===== src/verilog/async_timer_pkg.sv =====
package async_timer_pkg;

	// bus shape between processor and timer
	localparam int ADDR_W = 3;
	localparam int DATA_W = 8;
	localparam int NREG   = 3;

	// register addresses on the timer link
	localparam logic [ADDR_W-1:0] ADDR_COUNTER = 3'h0;
	localparam logic [ADDR_W-1:0] ADDR_COMPARE = 3'h1;
	localparam logic [ADDR_W-1:0] ADDR_CONTROL = 3'h2;
	localparam logic [ADDR_W-1:0] ADDR_STATUS  = 3'h3;
	localparam logic [ADDR_W-1:0] ADDR_SFR     = 3'h4;
	localparam logic [ADDR_W-1:0] ADDR_MASK    = 3'h5;
	localparam logic [ADDR_W-1:0] ADDR_FLAGS   = 3'h6;

	// holding register slots, equal to busy bit positions in the status register
	localparam logic [1:0] SLOT_CTRL = 2'h0;
	localparam logic [1:0] SLOT_CMP  = 2'h1;
	localparam logic [1:0] SLOT_CNT  = 2'h2;
	localparam logic [1:0] SLOT_NONE = 2'h3;

	// field positions
	localparam int ASYNC_SEL_BIT   = 3;
	localparam int PSR_BIT         = 0;
	localparam int CS_LSB          = 0;
	localparam int CS_MSB          = 2;
	localparam int CTRL_TOGGLE_BIT = 4;
	localparam int FLAG_OVF        = 0;
	localparam int FLAG_CMP        = 1;
	localparam int NFLAG           = 2;

	// reset values
	localparam logic [DATA_W-1:0] BYTE_RESET = 8'h00;
	localparam logic [DATA_W-1:0] BYTE_ONE   = 8'h01;
	localparam logic [DATA_W-1:0] BYTE_MAX   = 8'hFF;

	// timing
	localparam int         XFER_EDGES      = 2;
	localparam logic [1:0] XFER_LAST       = 2'(XFER_EDGES - 1);
	localparam int         IRQ_SYNC_CYCLES = 3;
	localparam int         CLK_MHZ         = 250;
	localparam int         OSC_SETTLE_MS   = 1000;
	localparam int         OSC_SETTLE_CYCLES = OSC_SETTLE_MS * CLK_MHZ * 1000;

	// prescaler
	localparam int DIV_W = 10;

	typedef enum logic [2:0] {
		SLP_AWAKE,
		SLP_IDLE,
		SLP_POWER_SAVE,
		SLP_POWER_DOWN,
		SLP_STANDBY,
		SLP_EXT_STANDBY
	} sleep_mode_t;

	// map a link address to its holding register slot
	function automatic logic [1:0] reg_slot(input logic [ADDR_W-1:0] a);
		case (a)
			ADDR_CONTROL: return SLOT_CTRL;
			ADDR_COMPARE: return SLOT_CMP;
			ADDR_COUNTER: return SLOT_CNT;
			default:      return SLOT_NONE;
		endcase
	endfunction

	// low prescaler bits that must all be one for a divided tick
	function automatic logic [DIV_W-1:0] div_mask(input logic [2:0] sel);
		case (sel)
			3'h2:    return 10'h007;
			3'h3:    return 10'h01F;
			3'h4:    return 10'h03F;
			3'h5:    return 10'h07F;
			3'h6:    return 10'h0FF;
			3'h7:    return 10'h3FF;
			default: return 10'h000;
		endcase
	endfunction

endpackage


===== src/verilog/timer_link_if.sv =====
`timescale 1ns/1ns
interface timer_link_if;
	import async_timer_pkg::*;

	logic [ADDR_W-1:0] addr;
	logic [DATA_W-1:0] wdata;
	logic              wr;
	logic              rd;
	logic [DATA_W-1:0] rdata;
	logic [NREG-1:0]   busy;
	sleep_mode_t       sleep_mode;
	logic              wake;
	logic              irq;

	modport device (
		input  addr, wdata, wr, rd, sleep_mode,
		output rdata, busy, wake, irq
	);

	modport host (
		output addr, wdata, wr, rd, sleep_mode,
		input  rdata, busy, wake, irq
	);
endinterface


===== src/verilog/timer_prescaler.sv =====
`timescale 1ns/1ns
module timer_prescaler
(
	// clock and reset
	input  wire logic       CLK,
	input  wire logic       RESETN,
	// source clock tick and control
	input  wire logic       src_tick,
	input  wire logic       clear,
	input  wire logic [2:0] sel,
	// divided tick
	output logic            tick
);
	import async_timer_pkg::*;

	logic [DIV_W-1:0] div_r;
	logic [DIV_W-1:0] mask;

	initial
	begin
		if (DIV_W < 10)
			$error("prescaler too narrow for the largest division");
	end

	// free-running divider on the source tick, cleared by the reset bit
	always_ff @(posedge CLK or negedge RESETN)
	begin
		if (!RESETN)
			div_r <= '0;
		else if (clear)
			div_r <= '0;
		else if (src_tick)
			div_r <= div_r + 10'h001;
	end

	// select 0 stops, 1 passes, 2..7 divide
	always_comb
	begin
		mask = div_mask(sel);
		tick = src_tick && (sel != 3'h0) && ((div_r & mask) == mask);
	end
endmodule


===== src/verilog/async_timer_device.sv =====
`timescale 1ns/1ns
// Function
// - writes pass holding register, two source clock edges
// - three independent holding registers
// - software waits for busy before rewriting
// - per-register busy flags in status register
// - no compare match while counter/compare pending
// - counter read via edge-refreshed shadow register
// - flags visible three cycles plus timer cycle
// - compare pin changes on timer tick
// - wake starts on next timer cycle
// - interrupt logic rearms after one oscillator cycle
// - ordered clock source switch sequence
// - busy clear before power-save entry
// - write, wait busy, then sleep
// - counter read after busy cycle on wake
// - oscillator runs only with async select, stops in deep sleep
// - wait for oscillator settle before use
// - io clock default, async select detaches pins
// - prescaler divisions and stop setting
// - prescaler reset bit clears prescaler
// - clock select field encoding
module async_timer_device
(
	// clock and reset
	input  wire logic    CLK,
	input  wire logic    RESETN,
	// processor link
	timer_link_if.device LINK,
	// oscillator pin and outputs
	input  wire logic    OSC_IN,
	output logic         OSC_RUN,
	output logic         PORT_DETACH,
	output logic         COMPARE_OUT
);
	import async_timer_pkg::*;

	logic                osc_s1_r;
	logic                osc_s2_r;
	logic                osc_s3_r;
	logic                osc_edge;
	logic                async_sel_r;
	logic                cpu_asleep;
	logic                deep_sleep;
	logic                save_sleep;
	logic                src_tick;
	logic                pre_tick;
	logic [1:0]          wslot;
	logic [DATA_W-1:0]   hold_r [NREG];
	logic [1:0]          edges_r [NREG];
	logic [NREG-1:0]     busy_r;
	logic [NREG-1:0]     xfer_done;
	logic [DATA_W-1:0]   cnt_r;
	logic [DATA_W-1:0]   cmp_r;
	logic [DATA_W-1:0]   ctrl_r;
	logic [DATA_W-1:0]   shadow_r;
	logic                match;
	logic                ovf;
	logic [NFLAG-1:0]    evt;
	logic [NFLAG-1:0]    evt_hold_r;
	logic [NFLAG-1:0]    evt_pipe_r [IRQ_SYNC_CYCLES];
	logic [NFLAG-1:0]    flag_r;
	logic [NFLAG-1:0]    flag_clr;
	logic [NFLAG-1:0]    mask_r;
	logic                psr_r;
	logic                irq_r;
	logic                wake_r;
	logic                wake_pend_r;
	logic                armed_r;
	logic                cmp_out_r;
	logic                osc_run_r;
	logic                detach_r;
	logic [DATA_W-1:0]   rdata_r;

	// oscillator pin through two flops, edge found between second and third
	always_ff @(posedge CLK or negedge RESETN)
	begin
		if (!RESETN)
		begin
			osc_s1_r <= 1'b0;
			osc_s2_r <= 1'b0;
			osc_s3_r <= 1'b0;
		end
		else
		begin
			osc_s1_r <= OSC_IN;
			osc_s2_r <= osc_s1_r;
			osc_s3_r <= osc_s2_r;
		end
	end

	assign osc_edge   = osc_s2_r & ~osc_s3_r;
	assign cpu_asleep = LINK.sleep_mode inside {SLP_POWER_SAVE, SLP_EXT_STANDBY,
		SLP_POWER_DOWN, SLP_STANDBY};
	assign deep_sleep = LINK.sleep_mode inside {SLP_POWER_DOWN, SLP_STANDBY};
	assign save_sleep = LINK.sleep_mode inside {SLP_POWER_SAVE, SLP_EXT_STANDBY};
	// io clock by default, oscillator edges once async is selected
	assign src_tick   = async_sel_r ? (osc_edge & ~deep_sleep) : ~cpu_asleep;
	assign wslot      = reg_slot(LINK.addr);

	timer_prescaler u_prescaler (
		.CLK      (CLK),
		.RESETN   (RESETN),
		.src_tick (src_tick),
		.clear    (psr_r),
		.sel      (ctrl_r[CS_MSB:CS_LSB]),
		.tick     (pre_tick)
	);

	// holding registers: load on write, count source edges, then transfer
	always_ff @(posedge CLK or negedge RESETN)
	begin
		if (!RESETN)
		begin
			busy_r <= '0;
			for (int i = 0; i < NREG; i++)
			begin
				hold_r[i]  <= BYTE_RESET;
				edges_r[i] <= 2'h0;
			end
		end
		else
		begin
			for (int i = 0; i < NREG; i++)
			begin
				if (LINK.wr && wslot == 2'(i))
				begin
					hold_r[i]  <= LINK.wdata;
					busy_r[i]  <= 1'b1;
					edges_r[i] <= 2'h0;
				end
				else if (xfer_done[i])
					busy_r[i] <= 1'b0;
				else if (busy_r[i] && src_tick)
					edges_r[i] <= edges_r[i] + 2'h1;
			end
		end
	end

	// a transfer completes on the second source edge after the write
	always_comb
	begin
		for (int i = 0; i < NREG; i++)
			xfer_done[i] = busy_r[i] && src_tick && (edges_r[i] == XFER_LAST);
	end

	// destination registers in the timer domain
	always_ff @(posedge CLK or negedge RESETN)
	begin
		if (!RESETN)
		begin
			cnt_r  <= BYTE_RESET;
			cmp_r  <= BYTE_RESET;
			ctrl_r <= BYTE_RESET;
		end
		else
		begin
			if (xfer_done[SLOT_CNT])
				cnt_r <= hold_r[SLOT_CNT];
			else if (pre_tick)
				cnt_r <= cnt_r + BYTE_ONE;
			if (xfer_done[SLOT_CMP])
				cmp_r <= hold_r[SLOT_CMP];
			if (xfer_done[SLOT_CTRL])
				ctrl_r <= hold_r[SLOT_CTRL];
		end
	end

	// compare is blocked while counter or compare transfer is pending
	assign match = pre_tick && (cnt_r == cmp_r) && !busy_r[SLOT_CMP] && !busy_r[SLOT_CNT];
	assign ovf   = pre_tick && (cnt_r == BYTE_MAX);
	always_comb
	begin
		evt           = '0;
		evt[FLAG_CMP] = match;
		evt[FLAG_OVF] = ovf;
	end

	// compare pin toggles in the tick cycle itself, no processor resync
	always_ff @(posedge CLK or negedge RESETN)
	begin
		if (!RESETN)
			cmp_out_r <= 1'b0;
		else if (match && ctrl_r[CTRL_TOGGLE_BIT])
			cmp_out_r <= ~cmp_out_r;
	end

	// events wait one timer cycle, then three processor cycles
	always_ff @(posedge CLK or negedge RESETN)
	begin
		if (!RESETN)
		begin
			evt_hold_r <= '0;
			for (int i = 0; i < IRQ_SYNC_CYCLES; i++)
				evt_pipe_r[i] <= '0;
		end
		else
		begin
			if (src_tick)
				evt_hold_r <= evt;
			else
				evt_hold_r <= evt_hold_r | evt;
			evt_pipe_r[0] <= src_tick ? evt_hold_r : '0;
			for (int i = 1; i < IRQ_SYNC_CYCLES; i++)
				evt_pipe_r[i] <= evt_pipe_r[i-1];
		end
	end

	// flags: write one clears, a new event wins over the clear
	assign flag_clr = (LINK.wr && LINK.addr == ADDR_FLAGS) ? LINK.wdata[NFLAG-1:0] : '0;
	always_ff @(posedge CLK or negedge RESETN)
	begin
		if (!RESETN)
		begin
			flag_r <= '0;
			irq_r  <= 1'b0;
		end
		else
		begin
			flag_r <= (flag_r & ~flag_clr) | evt_pipe_r[IRQ_SYNC_CYCLES-1];
			irq_r  <= |(flag_r & mask_r);
		end
	end

	// wake from power-save on the next timer cycle, rearm one cycle later
	always_ff @(posedge CLK or negedge RESETN)
	begin
		if (!RESETN)
		begin
			wake_pend_r <= 1'b0;
			wake_r      <= 1'b0;
			armed_r     <= 1'b1;
		end
		else
		begin
			if (save_sleep && armed_r && !wake_r && |(evt & mask_r))
				wake_pend_r <= 1'b1;
			else if (wake_r)
				wake_pend_r <= 1'b0;
			if (wake_pend_r && src_tick)
				wake_r <= 1'b1;
			else if (LINK.sleep_mode == SLP_AWAKE)
				wake_r <= 1'b0;
			if (wake_r)
				armed_r <= 1'b0;
			else if (src_tick)
				armed_r <= 1'b1;
		end
	end

	// shadow of the counter, frozen while the io clock sleeps
	always_ff @(posedge CLK or negedge RESETN)
	begin
		if (!RESETN)
			shadow_r <= BYTE_RESET;
		else if (!cpu_asleep && (osc_edge || !async_sel_r))
			shadow_r <= cnt_r;
	end

	// control writes: async select, prescaler reset pulse, masks
	always_ff @(posedge CLK or negedge RESETN)
	begin
		if (!RESETN)
		begin
			async_sel_r <= 1'b0;
			psr_r       <= 1'b0;
			mask_r      <= '0;
			osc_run_r   <= 1'b0;
			detach_r    <= 1'b0;
		end
		else
		begin
			psr_r <= LINK.wr && LINK.addr == ADDR_SFR && LINK.wdata[PSR_BIT];
			if (LINK.wr && LINK.addr == ADDR_STATUS)
				async_sel_r <= LINK.wdata[ASYNC_SEL_BIT];
			if (LINK.wr && LINK.addr == ADDR_MASK)
				mask_r <= LINK.wdata[NFLAG-1:0];
			osc_run_r <= async_sel_r && !deep_sleep;
			detach_r  <= async_sel_r;
		end
	end

	// read data stands in the cycle after the read strobe
	always_ff @(posedge CLK or negedge RESETN)
	begin
		if (!RESETN)
			rdata_r <= BYTE_RESET;
		else if (!LINK.rd)
			rdata_r <= BYTE_RESET;
		else
		begin
			case (LINK.addr)
				ADDR_COUNTER: rdata_r <= shadow_r;
				ADDR_COMPARE: rdata_r <= cmp_r;
				ADDR_CONTROL: rdata_r <= ctrl_r;
				ADDR_STATUS:  rdata_r <= {4'h0, async_sel_r, busy_r};
				ADDR_MASK:    rdata_r <= {6'h00, mask_r};
				ADDR_FLAGS:   rdata_r <= {6'h00, flag_r};
				default:      rdata_r <= BYTE_RESET;
			endcase
		end
	end

	assign LINK.rdata = rdata_r;
	assign LINK.busy  = busy_r;
	assign LINK.wake  = wake_r;
	assign LINK.irq   = irq_r;
	assign OSC_RUN     = osc_run_r;
	assign PORT_DETACH = detach_r;
	assign COMPARE_OUT = cmp_out_r;
endmodule


===== src/flat_wrapper.sv =====
// flat-port wrapper written by rule: the top's interface ports become plain ports
module async_timer_device_flat import async_timer_pkg::*;
  (CLK, RESETN, OSC_IN, OSC_RUN, PORT_DETACH, COMPARE_OUT, LINK_addr, LINK_wdata, LINK_wr, LINK_rd, LINK_sleep_mode, LINK_rdata, LINK_busy, LINK_wake, LINK_irq);
  timer_link_if LINK_i ();
  input  wire logic CLK;
  input  wire logic RESETN;
  input  wire logic OSC_IN;
  output logic OSC_RUN;
  output logic PORT_DETACH;
  output logic COMPARE_OUT;
  input wire logic [$bits(LINK_i.addr)-1:0] LINK_addr;
  input wire logic [$bits(LINK_i.wdata)-1:0] LINK_wdata;
  input wire logic [$bits(LINK_i.wr)-1:0] LINK_wr;
  input wire logic [$bits(LINK_i.rd)-1:0] LINK_rd;
  input wire logic [$bits(LINK_i.sleep_mode)-1:0] LINK_sleep_mode;
  output wire logic [$bits(LINK_i.rdata)-1:0] LINK_rdata;
  output wire logic [$bits(LINK_i.busy)-1:0] LINK_busy;
  output wire logic [$bits(LINK_i.wake)-1:0] LINK_wake;
  output wire logic [$bits(LINK_i.irq)-1:0] LINK_irq;
  assign LINK_i.addr = LINK_addr;
  assign LINK_i.wdata = LINK_wdata;
  assign LINK_i.wr = LINK_wr;
  assign LINK_i.rd = LINK_rd;
  assign LINK_i.sleep_mode = LINK_sleep_mode;
  assign LINK_rdata = LINK_i.rdata;
  assign LINK_busy = LINK_i.busy;
  assign LINK_wake = LINK_i.wake;
  assign LINK_irq = LINK_i.irq;
  async_timer_device u_core (.CLK(CLK), .RESETN(RESETN), .LINK(LINK_i), .OSC_IN(OSC_IN), .OSC_RUN(OSC_RUN), .PORT_DETACH(PORT_DETACH), .COMPARE_OUT(COMPARE_OUT));
endmodule

===== config.mk =====
export PLATFORM = sky130hd
export DESIGN_NAME = async_timer_device_flat
export DESIGN_NICKNAME = d
export VERILOG_FILES = /design/src/verilog/async_timer_pkg.sv /design/src/verilog/timer_link_if.sv /design/src/verilog/timer_prescaler.sv /design/src/verilog/async_timer_device.sv /design/src/flat_wrapper.sv
export SDC_FILE = /design/constraint.sdc
export NUM_CORES = 1
export LEC_CHECK = 0
export BUFFER_PORTS_ARGS = -buffer_cell sky130_fd_sc_hd__buf_4
export CORE_ASPECT_RATIO = 1.1
export CORE_MARGIN = 2
export CORE_UTILIZATION = 35
export DETAILED_ROUTE_END_ITERATION = 12
export HOLD_SLACK_MARGIN = 0.02
export PLACE_DENSITY = 0.59
export SYNTH_ARGS = -nofsm -noshare
export SYNTH_HDL_FRONTEND = slang
export SYNTH_SLANG_ARGS = --single-unit

===== constraint.sdc =====
create_clock -name CLK -period 2.2 [get_ports CLK]
set_clock_uncertainty 0.1 [all_clocks]
set_input_delay 0.22 -clock CLK [delete_from_list [all_inputs] [get_ports CLK]]
set_output_delay 0.22 -clock CLK [all_outputs]
set_load 0.01 [all_outputs]

==> results of run 1 <==
[layer usage]
metal	global-route usage (%)	up-vias	wire length, um
li1	-	1432	-
met1	22.44	1509	5116
met2	23.01	54	4785
met3	2.957	6	335
met4	6.385	0	110
met5	0	-	0
[through the flow]
| step | area [um^2] | util (%) | std cells |
|---|---|---|---|
| finish | 5633 | 42.81 | 593 |
| global route | 5633 | 42.81 | 593 |
| CTS | 5633 | 42.81 | 593 |
| detailed placement | 5224 | 39.70 | 569 |
| global placement | 5224 | 39.70 | 569 |
| floorplan | 4698 | - | 373 |
[worst max path at each step]
stage	start	to	slack, ps
after floorplan	u_core.u_prescaler.div_r[2]	u_core.cnt_r[7]	410
after global placement	LINK_sleep_mode[1]	u_core.cnt_r[7]	240
after detailed placement	LINK_sleep_mode[1]	u_core.cnt_r[7]	180
after CTS	u_core.u_prescaler.div_r[2]	u_core.cnt_r[7]	220
after global routing	u_core.u_prescaler.div_r[2]	u_core.cnt_r[7]	70
final	u_core.u_prescaler.div_r[2]	u_core.cnt_r[7]	210
[registers in the layout, indices dropped and copies added, names as in the netlist, 2 cells and up]
signal / count
u_core.hold_r: 24
u_core.LINK.rdata: 8
u_core.LINK.busy: 3
u_core.flag_r: 2
u_core.evt_pipe_r: 6
u_core.mask_r: 2
u_core.evt_hold_r: 2
u_core.cmp_r: 8
u_core.u_prescaler.div_r: 10
u_core.shadow_r: 8
u_core.cnt_r: 8
u_core.ctrl_r: 8
u_core.edges_r: 6
[worst max-delay path, cell delays in order, from the launching register on]
cell and delay [ps]:
dfrtp_1 410, and3_2 250, mux2i_1 110, a31oi_4 260, nand3_1 160, or4_1 540, nand3_1 90
[synthesized netlist by cell type, drive strengths merged (3+ instances only)]
| cell type | number |
|---|---|
| a211oi | 3 |
| a21o | 7 |
| a21oi | 8 |
| and2 | 3 |
| and3 | 12 |
| buf | 7 |
| clkbuf | 9 |
| dfrtp | 106 |
| ha | 5 |
| inv | 5 |
| mux2 | 52 |
| mux2i | 7 |
| mux4 | 3 |
| nand2 | 15 |
| nand2b | 5 |
| nand3 | 7 |
| nand4 | 16 |
| nor2 | 31 |
| nor2b | 5 |
| nor3b | 6 |
| o21ai | 8 |
| xnor2 | 12 |
| xor2 | 16 |
[area by class of cell]
type	count	area (um^2)	area share, %
multi-input combinational	245	1929	34.25
clock buffer	12	256.5	4.554
timing repair buffer	59	475.5	8.441
inverter	5	18.77	0.3332
tap	161	201.4	3.576
clock inverter	4	72.57	1.288
sequential	107	2679	47.56
[power by group]
part           internal (uW)  switching, uW
clock network           1060            704
logic                    888            752
registers               2510            516
[logic make-up (layout without fill, tap and decap cells)]
family	Yosys count	in the layout	synth area share, %
buffers and inverters	21	80	1.917
xor gates and xnor gates	28	28	5.220
adders and majority gates	5	5	1.332
and+or+nand+nor	109	109	12.78
DFF	107	107	57.02
muxes	62	62	15.39
AOI/OAI and AO/OA	41	41	6.339
[placed cells by master (no fill, tap or decap), drive strengths merged, types with 3 or more instances in the layout]
cell type,netlist,final
dfrtp,106,106
mux2,52,52
buf,7,51
nor2,31,31
nand4,16,16
xor2,16,16
nand2,15,15
xnor2,12,12
and3,12,12
clkbuf,9,12
a21oi,8,8
o21ai,8,8
dlygate4sd3,0,8
a21o,7,7
mux2i,7,7
nand3,7,7
nor3b,6,6
inv,5,5
nand2b,5,5
nor2b,5,5
ha,5,5
and2,3,3
mux4,3,3
a211oi,3,3
==> run_results.csv, run 1 <==
group,metric,value,unit
run_status,result_of_the_run,"completed",
synth,asyncSetResetFlopFracSynth,100.0,%
placed_design,detailedPlace.worstSlack,185.0,ps
die,horizontal_die_dimension,114.5,um
timing,hold_viol_final,0,
die,fp.dieArea,14370,um^2
timing,slew_headroom,62.61,%
timing,final-max-slew-violation-count,0,
clocking,clockBufferDepth,2,
clocking,cts_num_sinks,107,
die,start_util,35.71,%
synth,yosysUniqueCellTypes,50,
synth,synth-seq-area-share,57.02,%
global_route,grt_overflow,0,
drt,detail_route.wirelength,10.35,mm
synth,postSynthAreaPerCell,12.60,um^2
drt,drt_iter0_drc,237,
placed_design,io_buffer_count,34,
timing,layout_min_cycle_time,1988,ps
run,max-cap-violations,0,
drt,routed_via_density,5.061,
drt,post_detailed_route_wirelength_per_cell,17.45,um
clocking,clock_pin_slew_of_the_registers_on_the_worst_case_setup_and_hold_paths,70,ps
clocking,cts_root_buf,"clkbuf_16",
drt,drc,0,
clocking,cts.htree.levels,3,
synth,synthesis.area,4698,um^2
critical_path,startpoint_kind_of_the_worst_setup_timing_path,"flop",
pwr,worst_ir_drop_vdd,0.0004575,V
hold_path,whs_path_depth,3,
timing,unrepaired_setup_endpoints_after_global_routing,"false",
clocking,number_of_clock_buffers_inserted_by_tritoncts,9,
hold_path,worst_hold_startpoint,"LINK_sleep_mode[2]",
critical_path,r2r-start,"u_core.u_prescaler.div_r[2]",
hold_path,worstHoldEndpoint,"u_core.LINK.wake",
clocking,post_cts_buffers,0,
synth,synth_enable_flop_cells,0,
pwr,total_power,6432,uW
drt,drt.antenna.violating_nets,0,
timing,setup_total_negative_slack,0,ps
synth,synth.top_cell.area_share,56.46,%
critical_path,setup.worst_path.class,"flop to flop",
timing,timing_worst_slew_pin_value,560.9,ps
global_route,grt_first_pass_wirelength,16.86,mm
timing,worst_hold_margin,34.34,ps
drt,num_vias,3001,
die,io_pins,35,
hold_path,worstHoldPathType,"input pin to flop",
global_route,largest_net_degree_at_the_start_of_global_routing,44,
die,core-area,13160,um^2
final_layout,antenna_cells,0,
global_route,globalRouteTotalUtil,15.57,%
final_layout,finish.net_count,451,
critical_path,critical_path.endpoint_type,"flop",
final_layout,syn2layout_area_growth,19.89,%
synth,synth_fp_nets,397,
critical_path,worst-endpoint-arrival,2170,ps
critical_path,regToRegEndpoint,"u_core.cnt_r[7]",
timing,timing.fmax,502.9,MHz
placed_design,routabilityCongestion,0.8831,
timing,timing.final.ws_setup,211.5,ps
pwr,powerDensity,1142,nW/um^2
synth,yosys_warnings,0,
critical_path,reg2reg_setup_slack,210,ps
synth,synth-seq-cells,107,
final_layout,fillerInstances,1214,
pwr,leakage,0.002575,uW
critical_path,worst_r2r_path_depth,6,
global_route,grt_antenna_before_repair,0,
synth,post_synth_inst_count,373,
die,row_count,44,
synth,synthFlopType,"dfrtp_1",
timing,setup_failing_eps_final,0,
clocking,clock_latency,350,ps
placed_design,detailedPlacementHpwl,7.397,mm
critical_path,critPathMaxFanout,7,
synth,cell_types_with_the_largest_area_share_after_synthesis,"dfrtp_1 56%, mux2_2 12%, xor2_1 3.0%",
clocking,hold_buffers,8,
clocking,cts_tree,"done",
global_route,first_global_vias,3108,
drt,first_pass_iters,4,
die,dieHeight,125.5,um
final_layout,post_route_cells_drive_above_1_share,30.32,%
timing,period_share,90.39,%
critical_path,crit_required,2390,ps
synth,netlist.top_cell.by_area,"dfrtp_1",
clocking,ctsResizeCount,0,
No activity file was read; power rests on OpenSTA's default activity.
==> run 2, diff against run 1 <==
--- a/config.mk
+++ b/config.mk
@@ -6,12 +6,11 @@
 export NUM_CORES = 1
 export LEC_CHECK = 0
 export BUFFER_PORTS_ARGS = -buffer_cell sky130_fd_sc_hd__buf_4
-export CORE_ASPECT_RATIO = 1.1
 export CORE_MARGIN = 2
 export CORE_UTILIZATION = 35
 export DETAILED_ROUTE_END_ITERATION = 12
 export HOLD_SLACK_MARGIN = 0.02
-export PLACE_DENSITY = 0.59
+export PLACE_DENSITY = 0.47
 export SYNTH_ARGS = -nofsm -noshare
 export SYNTH_HDL_FRONTEND = slang
 export SYNTH_SLANG_ARGS = --single-unit
==> run_results.csv, run 2 (synthesis results as in run 1) <==
group,metric,value,unit
critical_path,critical_path_buf_inv_count,0,
critical_path,worst_r2r_path_depth,6,
placed_design,detailedPlacementHpwl,7.558,mm
hold_path,worstHoldPathType,"input pin to flop",
timing,period_share,94.21,%
clocking,cts_root_buf,"clkbuf_16",
global_route,grt_first_pass_wirelength,17.65,mm
run,max-cap-violations,0,
die,dieHeight,119.9,um
final_layout,largest_registers,"u_core.hold_r: 24 flops, u_core.u_prescaler.div_r: 10 flops",
drt,num_vias,3078,
global_route,grt_antenna_before_repair,0,
critical_path,timing.critical_path.slowest_stage_cell,"or4_1",
hold_path,whs_path_depth,2,
hold_path,worst_hold_startpoint,"LINK_wdata[3]",
pwr,powerDensity,1137,nW/um^2
timing,slew_headroom,66.32,%
critical_path,path_delay_family,"simple AND/OR/NAND/NOR gates",
die,start_util,35.62,%
timing,setup_failing_eps_final,0,
critical_path,setup.worst_path.start,"u_core.u_prescaler.div_r[2]",
timing,layout_min_cycle_time,2073,ps
clocking,ctsResizeCount,0,
critical_path,r2r-start,"u_core.u_prescaler.div_r[2]",
drt,drc,0,
timing,timing_worst_slew_pin_value,504.7,ps
global_route,grt_overflow,0,
critical_path,critPathMaxFanout,7,
clocking,clockBufferDepth,2,
die,row_count,42,
timing,final-max-slew-violation-count,0,
critical_path,startpoint_kind_of_the_worst_setup_timing_path,"flop",
clocking,clock_pin_slew_of_the_registers_on_the_worst_case_setup_and_hold_paths,70,ps
die,fp.dieArea,14370,um^2
global_route,globalRouteTotalUtil,16.57,%
placed_design,routabilityCongestion,0.8040,
final_layout,antenna_cells,0,
final_layout,flip_flop_count_of_the_largest_register_after_layout,24,
clocking,cts.htree.levels,3,
final_layout,final_cell_mix,"106 x dfrtp_1, 52 x mux2_2, 50 x buf_4",
timing,hold_viol_final,0,
pwr,total_power,6414,uW
final_layout,design_area,5642,um^2
global_route,largest_net_degree_at_the_start_of_global_routing,41,
critical_path,setup.worst_path.class,"flop to flop",
drt,first_pass_iters,5,
clocking,cts_num_sinks,107,
final_layout,post_route_cells_drive_above_1_share,30.79,%
global_route,first_global_vias,3064,
die,io_pins,35,
clocking,number_of_clock_buffers_inserted_by_tritoncts,9,
placed_design,dpl_cell_area,5248,um^2
critical_path,cpPeakStageDelay,530,ps
die,core-area,13190,um^2
final_layout,final_common_cell,"dfrtp_1",
drt,detail_route.wirelength,10.96,mm
final_layout,fillerInstances,1256,
critical_path,worst_path_most_repeated_cell,"nand3_1",
drt,drt_iter0_drc,220,
drt,drt.antenna.violating_nets,0,
critical_path,worst-path-stages,6,
timing,setup_total_negative_slack,0,ps
final_layout,syn2layout_area_growth,20.08,%
timing,timing.fmax,482.5,MHz
run_status,result_of_the_run,"completed",
pwr,leakage,0.002572,uW
clocking,cts_tree,"done",
clocking,clock_latency,360,ps
critical_path,reg2reg_setup_slack,130,ps
timing,unrepaired_setup_endpoints_after_global_routing,"false",
critical_path,critical_path.endpoint_type,"flop",
critical_path,crit_required,2390,ps
critical_path,timing.critical_path.cells,"and3_2, mux2i_1, a31oi_4, nand3_1, or4_1, nand3_1",
pwr,worst_ir_drop_vdd,0.0005252,V
final_layout,largest_register,"u_core.hold_r",
drt,post_detailed_route_wirelength_per_cell,18.03,um
drt,routed_via_density,5.063,
die,horizontal_die_dimension,119.9,um
critical_path,worst-endpoint-arrival,2260,ps
final_layout,finish.net_count,451,
placed_design,io_buffer_count,34,
[run 2: changes by cell type in the layout (fill, tap and decap cells not counted)]
cell,before,now
bufinv_16,2,1
clkbuf_1,1,0
clkbuf_8,2,3
clkinv_2,1,2
nor3b_1,3,2
nor3b_2,3,4
[run 2: timing repair]
action                                 in CTS  in global routing
setup buffers                               0                  0
hold buffers                                8                  0
endpoints found under the hold margin      46                  0
[run 2: per-stage QoR]
step | hold WS [ps] | std cells | setup WS (ps) | utilization (%)
2_1_floorplan | -175.6 | 373 | 413.3 | -
3_3_place_gp | 99.77 | 584 | 99.86 | 39.78
3_5_place_dp | 105.1 | 584 | 57.71 | 39.78
4_1_cts | 32.05 | 608 | 127.4 | 42.77
5_1_grt | 31.38 | 608 | 30.97 | 42.77
6_report | 33.31 | 608 | 127.3 | 42.77
[run 2: final timing paths]
check	to
max reg2reg	u_core.cnt_r[7]
min	u_core.hold_r[11]
min reg2reg	u_core.evt_pipe_r[1]
max	u_core.cnt_r[7]
min in group asynchronous	u_core.flag_r[0]
max in group asynchronous	u_core.edges_r[3]
[run 2: area by class of cell]
| type | count | area [um^2] | area share [%] |
|---|---|---|---|
| Clock buffer | 12 | 266.5 | 4.724 |
| Timing Repair Buffer | 59 | 475.5 | 8.428 |
| Tap cell | 176 | 220.2 | 3.903 |
| Multi-Input combinational cell | 245 | 1934 | 34.29 |
| Inverter | 5 | 18.77 | 0.3327 |
| Sequential cell | 107 | 2679 | 47.48 |
| Clock inverter | 4 | 47.55 | 0.8428 |
[run 2: report_power, final]
| part | internal, uW | leakage [uW] | switching (uW) |
|---|---|---|---|
| Sequential | 2510 | 0.00135 | 538 |
| Combinational | 892 | 0.00107 | 766 |
| Clock | 973 | 0.000155 | 733 |
| Total | 4380 | 0.00257 | 2040 |
[run 2: per-layer routing]
metal,global-route usage [%],vias up,routed length [um]
met5,0,-,0
met4,8.235,0,281
met3,3.327,17,356
met2,23.50,53,4801
met1,24.09,1567,5524
li1,-,1441,-
